**config.mk**
```make
export PLATFORM = sky130hd
export DESIGN_NAME = srw_supervisor
export DESIGN_NICKNAME = d
export VERILOG_FILES = /design/src/rtl/srw_pkg.sv /design/src/rtl/srw_filter.sv /design/src/rtl/srw_supervisor.sv
export SDC_FILE = /design/constraint.sdc
export NUM_CORES = 1
export LEC_CHECK = 0
export ABC_AREA = 1
export ABC_CLOCK_PERIOD_IN_PS = 2050
export CAP_MARGIN = 20
export CORE_MARGIN = 3
export CORE_UTILIZATION = 30
export CTS_CLUSTER_DIAMETER = 120
export DETAILED_ROUTE_END_ITERATION = 6
export DONT_BUFFER_PORTS = 1
export GPL_TIMING_DRIVEN = 0
export PLACE_DENSITY_LB_ADDON = 0.25
export SLEW_MARGIN = 20
export SYNTH_ARGS = -nofsm -noshare
export SYNTH_HDL_FRONTEND = slang
export SYNTH_SLANG_ARGS = --single-unit
```
**constraint.sdc**
```tcl
create_clock -name clk_sys_in -period 2.05 [get_ports clk_sys_in]
set_input_delay 0.205 -clock clk_sys_in [delete_from_list [all_inputs] [get_ports clk_sys_in]]
set_output_delay 0.205 -clock clk_sys_in [all_outputs]
set_load 0.05 [all_outputs]
```
**src/rtl/srw_pkg.sv**
```systemverilog
package srw_pkg;
	// clock rate and time base
	localparam int unsigned CLK_PERIOD_PS   = 8000;
	localparam int unsigned TICK_PERIOD_NS  = 1000;
	localparam int unsigned TICK_CYCLES     = (TICK_PERIOD_NS * 1000) / CLK_PERIOD_PS;
	localparam int unsigned TICK_CNT_W      = 8;
	// glitch rejection on the manual reset input, least time rounds up
	localparam int unsigned BTN_GLITCH_NS   = 100;
	localparam int unsigned BTN_FILT_CYCLES =
		(BTN_GLITCH_NS * 1000 + CLK_PERIOD_PS - 1) / CLK_PERIOD_PS + 1;
	// debounce settle time on the manual reset input
	localparam int unsigned BTN_DEBOUNCE_US = 1;
	localparam int unsigned BTN_DEB_TICKS   = BTN_DEBOUNCE_US * 1000 / TICK_PERIOD_NS;
	// supply dip rejection
	localparam int unsigned SUP_GLITCH_US   = 8;
	localparam int unsigned SUP_DIP_TICKS   = SUP_GLITCH_US * 1000 / TICK_PERIOD_NS;
	// documented periods in time-base ticks
	localparam int unsigned HOLD_MS         = 200;
	localparam int unsigned HOLD_TICKS      = HOLD_MS * 1000000 / TICK_PERIOD_NS;
	localparam int unsigned WD_MS           = 1600;
	localparam int unsigned WD_TICKS        = WD_MS * 1000 / (TICK_PERIOD_NS / 1000);
	localparam int unsigned PERIOD_W        = 32;
	localparam int unsigned FILT_W          = 8;
	// level caught by the internal pull-up default
	localparam logic        BTN_IDLE_LEVEL  = 1'b1;
endpackage

```
**src/rtl/srw_filter.sv**
```systemverilog
`timescale 1ns/1ps
// level filter: output follows input once it has been steady for the given count
module srw_filter #(
	parameter int unsigned FILT_W    = 8,
	parameter int unsigned SETTLE    = 4,
	parameter logic        RST_LEVEL = 1'b1
) (
	input  wire logic clk_sys_in, // system clock
	input  wire logic rst_n_in,   // synchronous reset
	input  wire logic step_in,    // count enable
	input  wire logic level_in,   // synchronised raw level
	output logic      level_out   // filtered level
);
	logic [FILT_W-1:0] cnt_r;

	// restart the count whenever input and output disagree anew
	always_ff @(posedge clk_sys_in) begin
		if (!rst_n_in) begin
			cnt_r     <= '0;
			level_out <= RST_LEVEL;
		end else if (level_in == level_out) begin
			cnt_r <= '0;
		end else if (step_in) begin
			if (cnt_r >= FILT_W'(SETTLE - 1)) begin
				level_out <= level_in;
				cnt_r     <= '0;
			end else begin
				cnt_r <= cnt_r + 1'b1;
			end
		end
	end
endmodule

```
**src/rtl/srw_supervisor.sv**
```systemverilog
`timescale 1ns/1ps
// Operation
// reset on low supply, manual, or watchdog
// hold reset full hold period after cause
// manual low asserts; release starts hold
// manual input defaults high when undriven
// manual input debounced to one reset
// manual pulses under 100 ns ignored
// both strobe edges clear; 50 ns detected
// watchdog expiry asserts reset then holds
// host toggles strobe within every period
// supply or manual reset clears watchdog
// watchdog cleared while reset asserted
// floating strobe disables watchdog expiry
// host keeps strobe mostly low
// brief supply dips cause no reset
// host strobes across call and subroutine
// reset output active low, driven always
// manual low held at least 1 us
// periods are tick-count parameters
// async inputs synchronised before use
// power-up starts in reset
module srw_supervisor
	import srw_pkg::*;
#(
	parameter int unsigned HOLD_PERIOD = srw_pkg::HOLD_TICKS,
	parameter int unsigned WD_PERIOD   = srw_pkg::WD_TICKS,
	parameter int unsigned DIP_PERIOD  = srw_pkg::SUP_DIP_TICKS
) (
	input  wire logic clk_sys_in,          // 125 MHz clock
	input  wire logic rst_n_in,            // synchronous reset, low active
	input  wire logic supply_low_in,       // supply below threshold
	input  wire logic manual_reset_n_in,   // push-button, low active
	input  wire logic manual_reset_oe_in,  // high while something drives the button pin
	input  wire logic watchdog_strobe_in,  // host strobe
	input  wire logic watchdog_float_in,   // high while strobe pin floats
	output logic      host_reset_n_out,    // reset to host, low active
	output logic      watchdog_expired_out // pulse on watchdog timeout
);
	import srw_pkg::*;

	typedef enum logic [1:0] {SRW_ASSERT, SRW_HOLD, SRW_RUN} srw_state_e;

	////////////////////////////////////////////////////////////////////////
	// synchronisers
	logic [1:0] sup_sync_r;
	logic [1:0] btn_sync_r;
	logic [1:0] stb_sync_r;
	logic [1:0] flt_sync_r;
	logic       stb_prev_r;
	logic       btn_pin;

	// undriven button reads high via the pull-up
	assign btn_pin = manual_reset_oe_in ? manual_reset_n_in : BTN_IDLE_LEVEL;

	// two stages on every pin before any logic looks at it
	always_ff @(posedge clk_sys_in) begin
		if (!rst_n_in) begin
			sup_sync_r <= 2'h3;
			btn_sync_r <= 2'h3;
			stb_sync_r <= 2'h0;
			flt_sync_r <= 2'h0;
		end else begin
			sup_sync_r <= {sup_sync_r[0], supply_low_in};
			btn_sync_r <= {btn_sync_r[0], btn_pin};
			stb_sync_r <= {stb_sync_r[0], watchdog_strobe_in};
			flt_sync_r <= {flt_sync_r[0], watchdog_float_in};
		end
	end

	////////////////////////////////////////////////////////////////////////
	// time base: one-cycle tick every microsecond
	logic [TICK_CNT_W-1:0] tick_cnt_r;
	logic                  tick_r;

	always_ff @(posedge clk_sys_in) begin
		if (!rst_n_in) begin
			tick_cnt_r <= '0;
			tick_r     <= 1'b0;
		end else if (tick_cnt_r == TICK_CNT_W'(TICK_CYCLES - 1)) begin
			tick_cnt_r <= '0;
			tick_r     <= 1'b1;
		end else begin
			tick_cnt_r <= tick_cnt_r + 1'b1;
			tick_r     <= 1'b0;
		end
	end

	////////////////////////////////////////////////////////////////////////
	// manual reset: glitch filter at clock rate, then debounce on ticks
	logic btn_glitch_free;
	logic btn_clean;

	srw_filter #(
		.FILT_W    (FILT_W),
		.SETTLE    (BTN_FILT_CYCLES),
		.RST_LEVEL (1'b1)
	) u_btn_glitch (
		.clk_sys_in (clk_sys_in),
		.rst_n_in   (rst_n_in),
		.step_in    (1'b1),
		.level_in   (btn_sync_r[1]),
		.level_out  (btn_glitch_free)
	);

	// press is taken at the next tick, within a microsecond; bounces collapse into one press
	srw_filter #(
		.FILT_W    (FILT_W),
		.SETTLE    (BTN_DEB_TICKS),
		.RST_LEVEL (1'b1)
	) u_btn_debounce (
		.clk_sys_in (clk_sys_in),
		.rst_n_in   (rst_n_in),
		.step_in    (tick_r),
		.level_in   (btn_glitch_free),
		.level_out  (btn_clean)
	);

	////////////////////////////////////////////////////////////////////////
	// supply dip rejection: only a sustained low counts
	logic [PERIOD_W-1:0] dip_cnt_r;
	logic                sup_low_r;

	// rise back above threshold clears at once; the hold covers recovery
	always_ff @(posedge clk_sys_in) begin
		if (!rst_n_in) begin
			dip_cnt_r <= '0;
			sup_low_r <= 1'b1;
		end else if (!sup_sync_r[1]) begin
			dip_cnt_r <= '0;
			sup_low_r <= 1'b0;
		end else if (tick_r) begin
			if (dip_cnt_r >= PERIOD_W'(DIP_PERIOD)) begin
				sup_low_r <= 1'b1;
			end else begin
				dip_cnt_r <= dip_cnt_r + 1'b1;
			end
		end
	end

	////////////////////////////////////////////////////////////////////////
	// watchdog: any strobe edge restarts the count
	logic [PERIOD_W-1:0] wd_cnt_r;
	logic                wd_edge;
	logic                wd_fire;
	srw_state_e          state_r;

	assign wd_edge = stb_sync_r[1] ^ stb_prev_r;
	assign wd_fire = tick_r && (wd_cnt_r >= PERIOD_W'(WD_PERIOD - 1)) && !flt_sync_r[1];

	always_ff @(posedge clk_sys_in) begin
		if (!rst_n_in) begin
			stb_prev_r <= 1'b0;
		end else begin
			stb_prev_r <= stb_sync_r[1];
		end
	end

	// held at zero throughout reset and hold; a floating pin halts it too
	always_ff @(posedge clk_sys_in) begin
		if (!rst_n_in) begin
			wd_cnt_r <= '0;
		end else if (state_r != SRW_RUN) begin
			wd_cnt_r <= '0;
		end else if (wd_edge || flt_sync_r[1]) begin
			wd_cnt_r <= '0;
		end else if (wd_fire) begin
			wd_cnt_r <= '0;
		end else if (tick_r) begin
			wd_cnt_r <= wd_cnt_r + 1'b1;
		end
	end

	////////////////////////////////////////////////////////////////////////
	// reset sequencer
	logic [PERIOD_W-1:0] hold_cnt_r;
	logic                cause;

	assign cause = sup_low_r || !btn_clean;

	always_ff @(posedge clk_sys_in) begin
		if (!rst_n_in) begin
			state_r    <= SRW_ASSERT;
			hold_cnt_r <= '0;
		end else begin
			unique case (state_r)
				SRW_ASSERT: begin
					hold_cnt_r <= '0;
					if (!cause) begin
						state_r <= SRW_HOLD;
					end
				end
				SRW_HOLD: begin
					if (cause) begin
						state_r    <= SRW_ASSERT;
						hold_cnt_r <= '0;
					end else if (tick_r) begin
						if (hold_cnt_r >= PERIOD_W'(HOLD_PERIOD - 1)) begin
							state_r <= SRW_RUN;
						end else begin
							hold_cnt_r <= hold_cnt_r + 1'b1;
						end
					end
				end
				SRW_RUN: begin
					hold_cnt_r <= '0;
					if (cause) begin
						state_r <= SRW_ASSERT;
					end else if (wd_fire && !wd_edge) begin
						state_r <= SRW_HOLD;
					end
				end
			endcase
		end
	end

	// registered push-pull output, low in every state but run
	always_ff @(posedge clk_sys_in) begin
		if (!rst_n_in) begin
			host_reset_n_out     <= 1'b0;
			watchdog_expired_out <= 1'b0;
		end else begin
			host_reset_n_out     <= (state_r == SRW_RUN) && !cause;
			watchdog_expired_out <= (state_r == SRW_RUN) && !cause && wd_fire && !wd_edge;
		end
	end

	////////////////////////////////////////////////////////////////////////
	// checks
	a_reset_on_cause: assert property (@(posedge clk_sys_in) disable iff (!rst_n_in)
		cause |=> !host_reset_n_out) else $error("reset not asserted on cause");
	a_hold_after_release: assert property (@(posedge clk_sys_in) disable iff (!rst_n_in)
		(state_r == SRW_ASSERT && !cause) |=> ##1 !host_reset_n_out[*3])
		else $error("reset released before hold");
	a_manual_low_resets: assert property (@(posedge clk_sys_in) disable iff (!rst_n_in)
		!btn_clean |-> ##2 !host_reset_n_out) else $error("manual low missed");
	a_wd_clear_reset: assert property (@(posedge clk_sys_in) disable iff (!rst_n_in)
		state_r != SRW_RUN |=> wd_cnt_r == '0) else $error("watchdog ran in reset");
	a_wd_edge_clears: assert property (@(posedge clk_sys_in) disable iff (!rst_n_in)
		wd_edge |=> wd_cnt_r == '0) else $error("edge did not clear watchdog");
	a_wd_float_off: assert property (@(posedge clk_sys_in) disable iff (!rst_n_in)
		flt_sync_r[1] |=> wd_cnt_r == '0) else $error("floating watchdog counted");
	a_wd_fire_holds: assert property (@(posedge clk_sys_in) disable iff (!rst_n_in)
		watchdog_expired_out |-> ##1 (!host_reset_n_out && state_r == SRW_HOLD))
		else $error("expiry without reset hold");
	a_dip_needs_time: assert property (@(posedge clk_sys_in) disable iff (!rst_n_in)
		$rose(sup_low_r) |-> dip_cnt_r >= PERIOD_W'(DIP_PERIOD))
		else $error("short dip flagged");
endmodule

```
; ---- Word level (Yosys, flattened, before mapping)
; Index checks and enable logic that the tools add are counted.
; W data, S select, Z words.
[word_totals]
elab_cells = 90
ramBits = 0
rom_bits = 0
input_bits = 7
ff_bits = 137
mem_count = 0
latch_bits = 0
out_inout_bits = 2
[classes]
add_sub_neg = 6
n_shift = 0
div = 0
mux = 16
magnitude_cmp = 5
n_mul = 0
n_eq_ne = 13
reduce_logical = 26
bitwise = 5
[ops]
columns = cell, n
row1 = $add A32 B1 Y32 const B, 3
row2 = $mux W32, 3
row3 = $pmux W32 S2, 1
row4 = $ge A32 B18 Y1 const B, 1
row5 = $ge A32 B21 Y1 const B, 1
row6 = $ge A32 B4 Y1 const B, 1
row7 = $add A8 B1 Y8 const B, 3
row8 = $mux W2, 6
row9 = $ne A3 B3 Y1 const B, 4
row10 = $reduce_and A2 Y1, 6
row11 = $eq A8 B7 Y1 const B, 1
row12 = $ge A8 B1 Y1 const B, 1
row13 = $ge A8 B4 Y1 const B, 1
row14 = $mux W8, 1
row15 = $logic_and A1 B1 Y1, 6
row16 = $pmux W2 S3, 1
row17 = $reduce_or A2 Y1, 3
row18 = $logic_not A1 Y1, 4
row19 = $mux W1, 4
row20 = $ne A2 B1 Y1 const B, 2
row21 = $ne A2 B2 Y1 const B, 2
row22 = $not A1 Y1, 4
row23 = $reduce_and A4 Y1, 1
row24 = $reduce_or A4 Y1, 1
row25 = 8 further kinds, 10

; ---- Depth between registers and ports, before layout
; Gate-level depths: netlist of the first run.
[logic_depth]
ltp_word = 7
mapped_depth = 15
ltp_nobuf = 15

; ---- Modules after synthesis
; A second synthesis of the first run with hierarchy kept.
[hier_totals]
hier_cells = 902
hier_area_um2 = 6327.3
[modules_own_cells]
columns = mod, cells_each, instances, area_each_um2
row1 = srw_supervisor, 843, 1, 5853.1
row2 = srw_filter (u_btn_glitch), 54, 1, 430.4
row3 = srw_filter (u_btn_debounce), 5, 1, 43.8

; ---- Worst setup path after synthesis of the first run
; OpenSTA, ideal clock, no wires.
[synth_path]
kind = register to register
startpoint = register hold_cnt_r[0]
endpoint = register hold_cnt_r[10]
path_stages_with_launch = 15
arrival_time_ns = 1.555
path_slack_ns = 0.365
path_cell_list = dfxtp_1 ha_1 nand2_1 nor2_4 nand2_2 nand2_1 nand2_1 nand2_1 nand2_1 nand3_2 nand2_4 clkinv_2 buf_6 a21oi_1 nor3_2
[synth_via]
elab_chain_len = 5
[synth_lines]
columns = item, line
row1 = start: declaration, srw_supervisor.sv:176  ; logic [PERIOD_W-1:0] hold_cnt_r;
row2 = start signal: assignment, srw_supervisor.sv:201  ; hold_cnt_r <= hold_cnt_r + 1'b1;
row3 = $add A32 B1 Y32, srw_supervisor.sv:201
row4 = $mux W32, srw_supervisor.sv:198  ; if (hold_cnt_r >= PERIOD_W'(HOLD_PERIOD - 1)) begin
row5 = $mux W32, srw_supervisor.sv:197  ; end else if (tick_r) begin
row6 = $mux W32, srw_supervisor.sv:194  ; if (cause) begin
row7 = $pmux W32 S2, srw_supervisor.sv:186  ; unique case (state_r)
; Parallel ways exist; a longest one is shown, timed or not. The select of a mux whose other input is x is not followed.
; A chain may end at the register's enable or synchronous reset.

; ---- Worst setup path after layout of the first run
[layout_path]
startpoint = register hold_cnt_r[0]
endpoint = register hold_cnt_r[15]
; Same word-level chain as after synthesis.

==> summary.txt, run 1 <==
Status
  • Status: finished clean

Final layout
  • Post-Layout Cell Count: roughly 1200
  • Final Core Density: a little over a third
  • Area Overhead vs Synth: 17.3%
  • Total Nets Final: approximately 940
  • Ratio of cells with drive above 1 in the final layout: 10.8%
  • Antenna Cells: 0

Setup path
  • Data arrival, critical path: between 2 and 2.5 ns
  • Req. time, crit path: about 2.3 ns
  • R2r setup slk: approximately 0.14 ns
  • Critical path's slowest cell: dfxtp_4
  • CP Buf/Inv Count: 1
  • Crit-path max FO: 10
  • CP Launch Type: register
  • Crit-path cells: ha_4 -> nand2_2 -> nor2_4 -> nand2_2 -> nand2_1 -> nand2_1 -> nand2_1 -> nand2_1 -> nand3_2 -> nand2_4 -> clkbuf_4 -> a21oi_1 -> nor3_1
  • CP Launch Point: hold_cnt_r[0]
  • Critical Path End Type: register
  • Crit Path Class: reg2reg
  • Crit path top cell by count: nand2_1
  • Largest stage delay on the critical path: around 0.37 ns
  • CP delay by family, top: simple AND/OR/NAND/NOR gates
  • Reg-to-reg startpoint: hold_cnt_r[0]

Clocking
  • CTS Sinks: between 100 and 150
  • H-tree lvl count: 4
  • Worst skew pair latency: roughly 0.42 ns
  • Clock Tree Root: clkbuf_16
  • Clock Tree Buf Depth: 2
  • Num CTS Buffers: 17
  • Clock Pin Slew Worst Setup and Hold Paths: roughly 0.060 ns
  • CTS tree: done

Floorplan
  • DIE WIDTH: approximately 150 um
  • Core footprint: ~0.020 mm2
  • Row count: just over 50
  • I/O pin count: 9
  • Starting Density: a little under a third
  • Die Ht: about 150 um
  • Die Area: 0.0224 mm2

Global route
  • Total grt overflow: 0
  • Vias in the first global route: approximately 5000
  • Initial antenna violation count: 0
  • Largest net degree at the start of global routing: 17
  • First-pass GRT wire length: about 25000 um
  • GRT Total Usage: 13.7%

Timing
  • Slew @ Worst Pin: around 0.63 ns
  • Final worst slack: 0.138 ns
  • Final period utilization: ~93%
  • Slew headroom: between 50 and 60%
  • Fmax: approximately 520 MHz
  • Fin. max-slew vios: 0
  • RSZ-0062 raised after global routing: no
  • Hold Vio Cnt, Final: 0
  • Tmin final: roughly 1.9 ns
  • Clk_skew: 0.00927 ns
  • Final setup violation count: 0

Logic synthesis
  • Post-Syn Area: 0.00619 mm2
  • Commonest cells in the netlist: 167 x nand2_1, 166 x nor2_1, 129 x dfxtp_1
  • Top cells by area, synth: dfxtp_1 42%, nand2_1 10%, nor2_1 10%, inv_1 6.8%, a21oi_1 4.4%
  • Dominant cell type by area after synthesis: dfxtp_1
  • Fraction of registers with async set/reset: 0%
  • Most frequent cell after synthesis: nand2_1
  • Yosys top cell area share: roughly two fifths
  • Top_reg_cell synth: dfxtp_1
  • Post-synth EDFFs: 0
  • Synth unique cells: 43
  • Synthesized flop and latch total: between 100 and 150
  • Post-Syn Area per Cell: 6.98 um2
  • Yosys warnings: 0
  • Synth Instances: 887
  • Sequential-to-total area share from yosys stat: a little over two fifths

Route
  • DRC errors left: 0
  • Routed wire length: 14600 um
  • Antenna-violating nets left: 0
  • First-pass iteration count of the detailed router: 4
  • Routed len/inst: 12.2 um
  • DR iter-0 viols: 301
  • Via-per-instance ratio: 4.47
  • Vias: about 5400

Power
  • Int Power: approximately 0.0043 W
  • Reg power frac: 43.3%
  • Pwr Total: 0.00597 W
  • Clk pwr share: about half
  • Sw Ratio: approximately 27%
  • Combinational share of power: 8.3%
  • Maximum vdd drop: between 0.5 and 0.6 mV
  • Psw: roughly 0.0016 W
  • Leakage: between 2 and 3 nW
  • Pwr dens: between 800 and 900 mW/mm2

Min path
  • HP Class: in2reg
  • Worst hold start: rst_n_in

Place
  • Placed insts: 1154
  • Port bufs: 0
  • Gp weighted congestion: between 0.8 and 0.9
  • Detailed placer's ending HPWL: between 10000 and 15000 um
  • DP Worst Slack: -0.229 ns

Run
  • Max Cap Violations: 0
[through the flow]
step	setup TNS (ns)	hold slack, ns	instance area [um2]
2_1_floorplan	0	0.274	6200
3_3_place_gp	-2.11	0.279	6530
3_5_place_dp	-2.19	0.282	6530
4_1_cts	-0.00458	0.199	7150
5_1_grt	0	0.229	7260
6_report	0	0.209	7260
[metal layers]
layer | part of all wire, % | vias to the layer above | global-route usage (%)
met2 | 46 | 55 | 21.6
met3 | 3.5 | 8 | 3.51
met4 | 1.0 | 0 | 4.57
met5 | 0 | - | 0
li1 | - | 2897 | -
met1 | 49 | 2392 | 18.3
[power by group through the flow]
| stage | combinational, W | sequential (W) | clock, W |
|---|---|---|---|
| 6_report | 0.000497 | 0.00259 | 0.00289 |
| 5_1_grt | 0.000567 | 0.00259 | 0.00310 |
| 4_1_cts | 0.000471 | 0.00258 | 0.00299 |
| 3_5_place_dp | 0.000456 | 0.00264 | 0 |
| 3_3_place_gp | 0.000449 | 0.00264 | 0 |
| 2_1_floorplan | 0.000330 | 0.00263 | 0 |
[logic make-up (layout without fill, tap and decap cells)]
| logic type | Yosys count | in the layout | share of synthesized area (%) |
|---|---|---|---|
| adders and majority gates | 12 | 12 | 2.42 |
| AOI/OAI and AO/OA | 92 | 92 | 7.94 |
| DFF | 129 | 129 | 41.7 |
| and+or+nand+nor | 485 | 486 | 35.1 |
| buffers and inverters | 142 | 185 | 9.09 |
| other | 1 | 3 | 0.0606 |
| xor gates and xnor gates | 26 | 26 | 3.68 |
[cells in the final DEF, fill, tap and decap left out, types with 17 or more instances in the layout]
| cell type | netlist | routed |
|---|---|---|
| nand2_1 | 167 | 166 |
| nor3_1 | 37 | 37 |
| nand3_1 | 47 | 46 |
| a21oi_1 | 54 | 54 |
| xor2_1 | 22 | 22 |
| nand4_1 | 23 | 23 |
| clkbuf_16 | 0 | 17 |
| inv_1 | 113 | 112 |
| nor2_1 | 166 | 162 |
| dfxtp_1 | 129 | 127 |
| o21ai_0 | 19 | 18 |
[final timing paths]
kind                                        to  depth (start not counted)
worst max register to register  hold_cnt_r[15]                         13
worst min register to register   flt_sync_r[1]                          2
worst max-delay path            hold_cnt_r[15]                         13
worst min-delay path              dip_cnt_r[1]                          3
[layout make-up]
class                   count  area, um2
clock inverters            15        143
clock buffers              17        425
multi-input cells         619       3100
repair buffers             12        103
well taps                 265        332
inverters                 122        467
plain buffers              19        113
flip-flops and latches    129       2590
fillers                  2128      12600
[repair_timing]
action / in CTS / in global routing
endpoints found under the setup margin: 22 / 62
endpoints found under the hold margin: 4 / 0
hold buffers: 5 / 0
pin swaps: 0 / 5
buffers inserted: 0 / 7
resized for setup: 2 / 21
gates cloned: 0 / 1
[tightest hold or removal path: cells and delay by family]
| kind | cells | cell delay, ns |
|---|---|---|
| buffers and inverters | 1 | 0.15 |
| AOI/OAI and AO/OA | 1 | 0.07 |
| and+or+nand+nor | 1 | 0.16 |
[registers in the layout, summed over array words and instances, names as in the netlist]
| register | count |
|---|---|
| btn_sync_r | 2 |
| dip_cnt_r | 32 |
| flt_sync_r | 2 |
| hold_cnt_r | 32 |
| host_reset_n_out | 1 |
| state_r | 2 |
| stb_prev_r | 1 |
| stb_sync_r | 2 |
| sup_low_r | 1 |
| sup_sync_r | 2 |
| tick_cnt_r | 8 |
| tick_r | 1 |
| u_btn_debounce.level_out | 1 |
| u_btn_glitch.cnt_r | 8 |
| u_btn_glitch.level_out | 1 |
| watchdog_expired_out | 1 |
| wd_cnt_r | 32 |
No activity file was read; power rests on OpenSTA's default activity.
==> run 2, diff against run 1 <==
--- a/config.mk
+++ b/config.mk
@@ -8,6 +8,8 @@
 export ABC_AREA = 1
 export ABC_CLOCK_PERIOD_IN_PS = 2050
 export CAP_MARGIN = 20
+export CELL_PAD_IN_SITES_DETAIL_PLACEMENT = 2
+export CELL_PAD_IN_SITES_GLOBAL_PLACEMENT = 2
 export CORE_MARGIN = 3
 export CORE_UTILIZATION = 30
 export CTS_CLUSTER_DIAMETER = 120
==> summary.txt, run 2 (same netlist as run 1, synthesis figures left out) <==
Final layout
  • Total Nets Final: 942 (+0.32%)
  • Top Registers: dip_cnt_r x32, hold_cnt_r x32, wd_cnt_r x32
  • Ratio of cells with drive above 1 in the final layout: 12.4% (+1.6 points)
  • Area Overhead vs Synth: 19.8%
  • Commonest non-fill, non-tap cell in the layout: nand2_1
  • Antenna Cells: 0 (unchanged)
  • Commonest non-fill, non-tap cells in the layout: 163 x nand2_1, 157 x nor2_1, 127 x dfxtp_1
  • Final Core Density: 37.4% (+0.78 points)

Timing
  • Tmin final: 1.96 ns (+0.0502 ns)
  • Setup tns final: 0 ns (unchanged)
  • Slew headroom: 47.2% (-11 points)
  • Hold Vio Cnt, Final: 0 (unchanged)
  • Final worst slack: 0.0879 ns (-0.0502 ns)
  • WHS: 0.229 ns (+0.0197 ns)
  • Fmax: 510 MHz (-2.6%)
  • Fin. max-slew vios: 0 (unchanged)
  • Final period utilization: 95.7% (+2.4 points)
  • Clk_skew: 0.00706 ns (-0.00221 ns)
  • Slew @ Worst Pin: 0.792 ns (+0.158 ns)
  • Final setup violation count: 0 (unchanged)

Place
  • Port bufs: 0 (unchanged)
  • DP Worst Slack: -0.411 ns (-0.183 ns)
  • Detailed placer's ending HPWL: 13700 um (+34%)
  • Gp weighted congestion: 0.822 (-1.8%)

Global route
  • GRT Total Usage: 18.2% (+4.5 points)
  • Initial antenna violation count: 0 (unchanged)
  • Largest net degree at the start of global routing: 17 (unchanged)
  • First-pass GRT wire length: 31900 um (+30%)
  • Total grt overflow: 0 (unchanged)
  • Vias in the first global route: 6161 (+23%)

Power
  • Leakage: 2.65 nW (+2.0%)
  • Maximum vdd drop: 0.501 mV (-6.5%)
  • Pwr dens: 853 mW/mm2 (+3.8%)

Setup path
  • Data arrival, critical path: 2.27 ns (+0.09 ns)
  • CP Launch Type: register
  • Critical Path End Type: register
  • Req. time, crit path: 2.36 ns (+0.04 ns)
  • Crit-path max FO: 6 (-4)
  • Crit Path Class: reg2reg

Route
  • Via-per-instance ratio: 4.82 (+7.8%)
  • Vias: 5783 (+8.1%)
  • Routed wire length: 19400 um (+33%)
  • First-pass iteration count of the detailed router: 6 (+2)
  • Antenna-violating nets left: 0 (unchanged)
  • DRC errors left: 0 (unchanged)
  • DR iter-0 viols: 222 (-26%)
  • Routed len/inst: 16.1 um (+32%)

Min path
  • HP Class: in2reg

Floorplan
  • Core footprint: 0.0198 mm2 (unchanged)
  • DIE WIDTH: 150 um (unchanged)
  • Starting Density: 31.2% (unchanged)
  • Die Ht: 150 um (unchanged)
  • Row count: 51 (unchanged)
  • I/O pin count: 9 (unchanged)
  • Die Area: 0.0224 mm2 (unchanged)

Clocking
  • CTS tree: done
  • Clock Tree Root: clkbuf_16
  • Worst skew pair latency: 0.43 ns (about the same)
  • Num CTS Buffers: 17 (unchanged)
  • CTS Sinks: 129 (unchanged)
  • Clock Tree Buf Depth: 2 (unchanged)
  • Clock Pin Slew Worst Setup and Hold Paths: 0.06 ns (about the same)
  • H-tree lvl count: 4 (unchanged)

Status
  • Status: finished clean

Run
  • Max Cap Violations: 0 (unchanged)
==> run 2: changes by cell type in the layout (fill, tap and decap cells not counted), sizes merged <==
cell,before,now
buf,17,21
bufinv,0,2
clkinvlp,3,2
inv,130,128
clkbuf,26,27
nand2,174,173
==> run 2: final cells by class <==
class,instances,area [um2]
clock inverter,14,170
tap,265,332
multi-input combinational,618,3160
fill,2355,12400
sequential,129,2590
inverter,122,463
clock buffer,18,439
timing repair buffer,16,136
buffer,19,131
==> run 2: power by group <==
part | switching, W | total (W) | leakage, nW | internal, W
registers | 0.0000371 | 0.00259 | 1.04 | 0.00255
clock network | 0.00133 | 0.00320 | 0.294 | 0.00187
logic | 0.000361 | 0.000538 | 1.31 | 0.000177
total | 0.00173 | 0.00633 | 2.65 | 0.00460
==> run 2: repair_timing <==
action,in CTS,in global routing
hold buffers,5,0
resized for setup,15,35
setup endpoints to repair,60,65
endpoints found under the hold margin,4,0
setup buffers,2,9
pin swaps,1,8
==> run 2: through the flow <==
stage | instance area [um2] | std cells | power, W
final | 7420 | 1201 | 0.00633
after global placement | 6530 | 1154 | 0.00310
after detailed placement | 6530 | 1154 | 0.00312
after global routing | 7420 | 1201 | 0.00659
after floorplan | 6200 | 889 | 0.00296
after CTS | 7260 | 1193 | 0.00637
==> run 2: final timing paths <==
path                                     from       endpoint  slack (ns)  depth (start not counted)
worst max-delay path            hold_cnt_r[1]  hold_cnt_r[3]        0.09                         14
worst min-delay path                 rst_n_in   dip_cnt_r[1]        0.23                          3
worst max register to register  hold_cnt_r[1]  hold_cnt_r[3]        0.09                         14
worst min register to register  stb_sync_r[0]  stb_sync_r[1]        0.42                          2
==> run 2: worst max-delay path, stage by stage, from the launching register on <==
cell and delay, ns:
dfxtp_4 0.37, ha_4 0.15, nand2_2 0.08, nor2_4 0.16
nand2_2 0.09, nand2_1 0.08, nand2_1 0.08, nand2_2 0.09
nand2_2 0.06, nand3_2 0.11, nand2_8 0.09, buf_6 0.15
buf_4 0.14, a21oi_1 0.12, nor3_1 0.06
==> run 2: per-layer routing <==
layer | GRT usage (%) | routed length [um] | vias up | share of wire, %
met2 | 29.9 | 8980 | 34 | 46
met3 | 3.54 | 419 | 16 | 2.2
li1 | - | - | 2895 | -
met5 | 0 | 0 | - | 0
met1 | 24.6 | 9770 | 2838 | 50
met4 | 4.67 | 214 | 0 | 1.1
==> run 3, diff against run 2 <==
--- a/config.mk
+++ b/config.mk
@@ -6,7 +6,7 @@
 export NUM_CORES = 1
 export LEC_CHECK = 0
 export ABC_AREA = 1
-export ABC_CLOCK_PERIOD_IN_PS = 2050
+export ABC_CLOCK_PERIOD_IN_PS = 1600
 export CAP_MARGIN = 20
 export CELL_PAD_IN_SITES_DETAIL_PLACEMENT = 2
 export CELL_PAD_IN_SITES_GLOBAL_PLACEMENT = 2
@@ -17,6 +17,7 @@
 export DONT_BUFFER_PORTS = 1
 export GPL_TIMING_DRIVEN = 0
 export PLACE_DENSITY_LB_ADDON = 0.25
+export RECOVER_POWER = 25
 export SLEW_MARGIN = 20
 export SYNTH_ARGS = -nofsm -noshare
 export SYNTH_HDL_FRONTEND = slang
==> constraint.sdc (replaced) <==
create_clock -name clk_sys_in -period 1.6 [get_ports clk_sys_in]
set_input_delay 0.16 -clock clk_sys_in [delete_from_list [all_inputs] [get_ports clk_sys_in]]
set_output_delay 0.16 -clock clk_sys_in [all_outputs]
set_load 0.05 [all_outputs]
==> summary.txt, run 3 (same netlist as run 1, synthesis figures left out) <==
Status
  • Status: finished with violations
  • Failing checks: setup timing

Setup path
  • Worst-case reg-to-reg path depth: 9 (-5)
  • CP Buf/Inv Count: 0 (-2)
  • Data arrival, critical path: 2.42 ns (+0.15 ns)
  • Crit Path Class: reg2reg
  • Largest stage delay on the critical path: 0.50 ns (+0.13 ns)
  • Critical Path End Type: register
  • Req. time, crit path: 1.97 ns (-0.39 ns)
  • Critical path's slowest cell: dfxtp_1
  • CP Launch Point: hold_cnt_r[21]
  • Instance count on the critical path: 9 (-5)
  • R2R Path End: hold_cnt_r[31]
  • Crit-path cells: nand2_1 -> nor3_4 -> nand2_1 -> nor2_1 -> nand2_1 -> xor2_1 -> nor2_1 -> nand3_1 -> a21oi_1
  • Crit path top cell by count: nand2_1
  • Crit-path max FO: 7 (+1)
  • R2r setup slk: -0.45 ns (-0.54 ns)
  • Reg-to-reg startpoint: hold_cnt_r[21]
  • CP delay by family, top: simple AND/OR/NAND/NOR gates
  • CP Launch Type: register
  • CP Capture Point: hold_cnt_r[31]

Min path
  • HP Class: in2reg

Timing
  • Final setup violation count: 67 (+67)
  • Slew @ Worst Pin: 0.830 ns (+0.0379 ns)
  • WHS: 0.111 ns (-0.118 ns)
  • Tmin final: 2.05 ns (+0.0905 ns)
  • RSZ-0062 raised after global routing: yes
  • Hold Vio Cnt, Final: 0 (unchanged)
  • Clk_skew: 0.0219 ns (+0.0149 ns)
  • Fmax: 487 MHz (-4.4%)
  • Final period utilization: 128% (+33 points)
  • Final worst slack: -0.453 ns (-0.540 ns)
  • Slew headroom: 44.7% (-2.5 points)
  • Fin. max-slew vios: 0 (unchanged)

Route
  • DR iter-0 viols: 320 (+44%)
  • Antenna-violating nets left: 0 (unchanged)
  • DRC errors left: 0 (unchanged)
  • First-pass iteration count of the detailed router: 5 (-1)
  • Via-per-instance ratio: 5.17 (+7.4%)
  • Vias: 6617 (+14%)
  • Routed len/inst: 22.5 um (+39%)
  • Routed wire length: 28800 um (+48%)

Global route
  • GRT Total Usage: 20.4% (+2.2 points)
  • Vias in the first global route: 6726 (+9.2%)
  • First-pass GRT wire length: 35800 um (+12%)
  • Largest net degree at the start of global routing: 17 (unchanged)
  • Initial antenna violation count: 0 (unchanged)
  • Total grt overflow: 0 (unchanged)

Final layout
  • Finished layout cell area: 0.00931 mm2 (+25%)
  • Top Registers: dip_cnt_r x32, hold_cnt_r x32, wd_cnt_r x32
  • Commonest non-fill, non-tap cell in the layout: nand2_1
  • Ratio of cells with drive above 1 in the final layout: 41.0% (+29 points)
  • Antenna Cells: 0 (unchanged)
  • Total Nets Final: 1020 (+8.3%)
  • Final Core Density: 46.9% (+9.5 points)
  • Post-Layout Cell Count: 1279 (+6.5%)
  • Commonest non-fill, non-tap cells in the layout: 115 x nand2_1, 106 x nor2_1, 99 x inv_1
  • Area Overhead vs Synth: 50.3%

Floorplan
  • Die Area: 0.0224 mm2 (unchanged)
  • I/O pin count: 9 (unchanged)
  • Die Ht: 150 um (unchanged)
  • Row count: 51 (unchanged)
  • Core footprint: 0.0198 mm2 (unchanged)
  • Starting Density: 31.2% (unchanged)
  • DIE WIDTH: 150 um (unchanged)

Clocking
  • CTS Sinks: 129 (unchanged)
  • Num CTS Buffers: 17 (unchanged)
  • Clock Tree Buf Depth: 2 (unchanged)
  • Clock Pin Slew Worst Setup and Hold Paths: 0.06 ns (about the same)
  • Worst skew pair latency: 0.46 ns (+0.03 ns)
  • CTS tree: done
  • H-tree lvl count: 4 (unchanged)
  • Clock Tree Root: clkbuf_16

Place
  • Placed insts: 1154 (unchanged)
  • DP Area: 0.00656 mm2 (+0.36%)
  • Detailed placer's ending HPWL: 13800 um (+0.74%)
  • DP Worst Slack: -0.660 ns (-0.249 ns)
  • Gp weighted congestion: 0.811 (-1.3%)
  • Port bufs: 0 (unchanged)

Power
  • Maximum vdd drop: 0.908 mV (+81%)
  • Pwr dens: 892 mW/mm2 (+4.6%)
  • Leakage: 3.57 nW (+35%)

Run
  • Max Cap Violations: 0 (unchanged)
-- run 3: layout make-up --
type | count | area (um2)
Timing Repair Buffer | 92 | 862
Fill cell | 2171 | 10500
Buffer | 20 | 209
Multi-Input combinational cell | 619 | 4150
Clock inverter | 14 | 119
Tap cell | 265 | 332
Clock buffer | 18 | 439
Inverter | 122 | 487
Sequential cell | 129 | 2710
-- run 3: worst min-delay path by stage --
stage	from	slack (ns)	depth (start not counted)	end
floorplan	manual_reset_oe_in	0.23	1	btn_sync_r[0]
global placement	manual_reset_oe_in	0.24	1	btn_sync_r[0]
detailed placement	manual_reset_oe_in	0.24	1	btn_sync_r[0]
CTS	rst_n_in	0.17	3	dip_cnt_r[1]
global route	rst_n_in	0.14	3	u_btn_glitch.cnt_r[4]
finish	rst_n_in	0.11	3	u_btn_glitch.cnt_r[4]
-- run 3: metrics by stage --
stage | setup TNS [ns] | power (W)
global route | -20.58 | 0.00859
floorplan | -0.000880 | 0.00381
detailed placement | -31.72 | 0.00401
finish | -14.63 | 0.00830
global placement | -28.85 | 0.00400
CTS | -7.49 | 0.00804
-- run 3: repair_timing --
item,CTS,global route
pin swaps,59,77
gates resized for setup,170,239
hold buffers,5,0
endpoints found under the setup margin,67,73
gates cloned,4,3
buffers inserted,38,46
endpoints found under the hold margin,4,0
-- run 3: metal layers --
| layer | vias up | part of all wire (%) | global-route usage (%) | wire [um] |
|---|---|---|---|---|
| li1 | 3044 | - | - | - |
| met1 | 3354 | 42 | 26.0 | 12000 |
| met2 | 153 | 51 | 35.6 | 14800 |
| met3 | 66 | 3.7 | 4.39 | 1060 |
| met4 | 0 | 3.5 | 4.12 | 998 |
| met5 | - | 0 | 0 | 0 |
-- run 3: power by group --
group / leakage, nW / switching (W) / total, W / internal [W]
Sequential: 1.07 / 0.0000528 / 0.00328 / 0.00323
Combinational: 2.23 / 0.000728 / 0.00122 / 0.000490
Clock: 0.271 / 0.00174 / 0.00380 / 0.00206
-- run 3: worst min-delay path, stage by stage --
cell,delay [ns]
buf_2,0.17
nand3_2,0.14
nor2_1,0.04
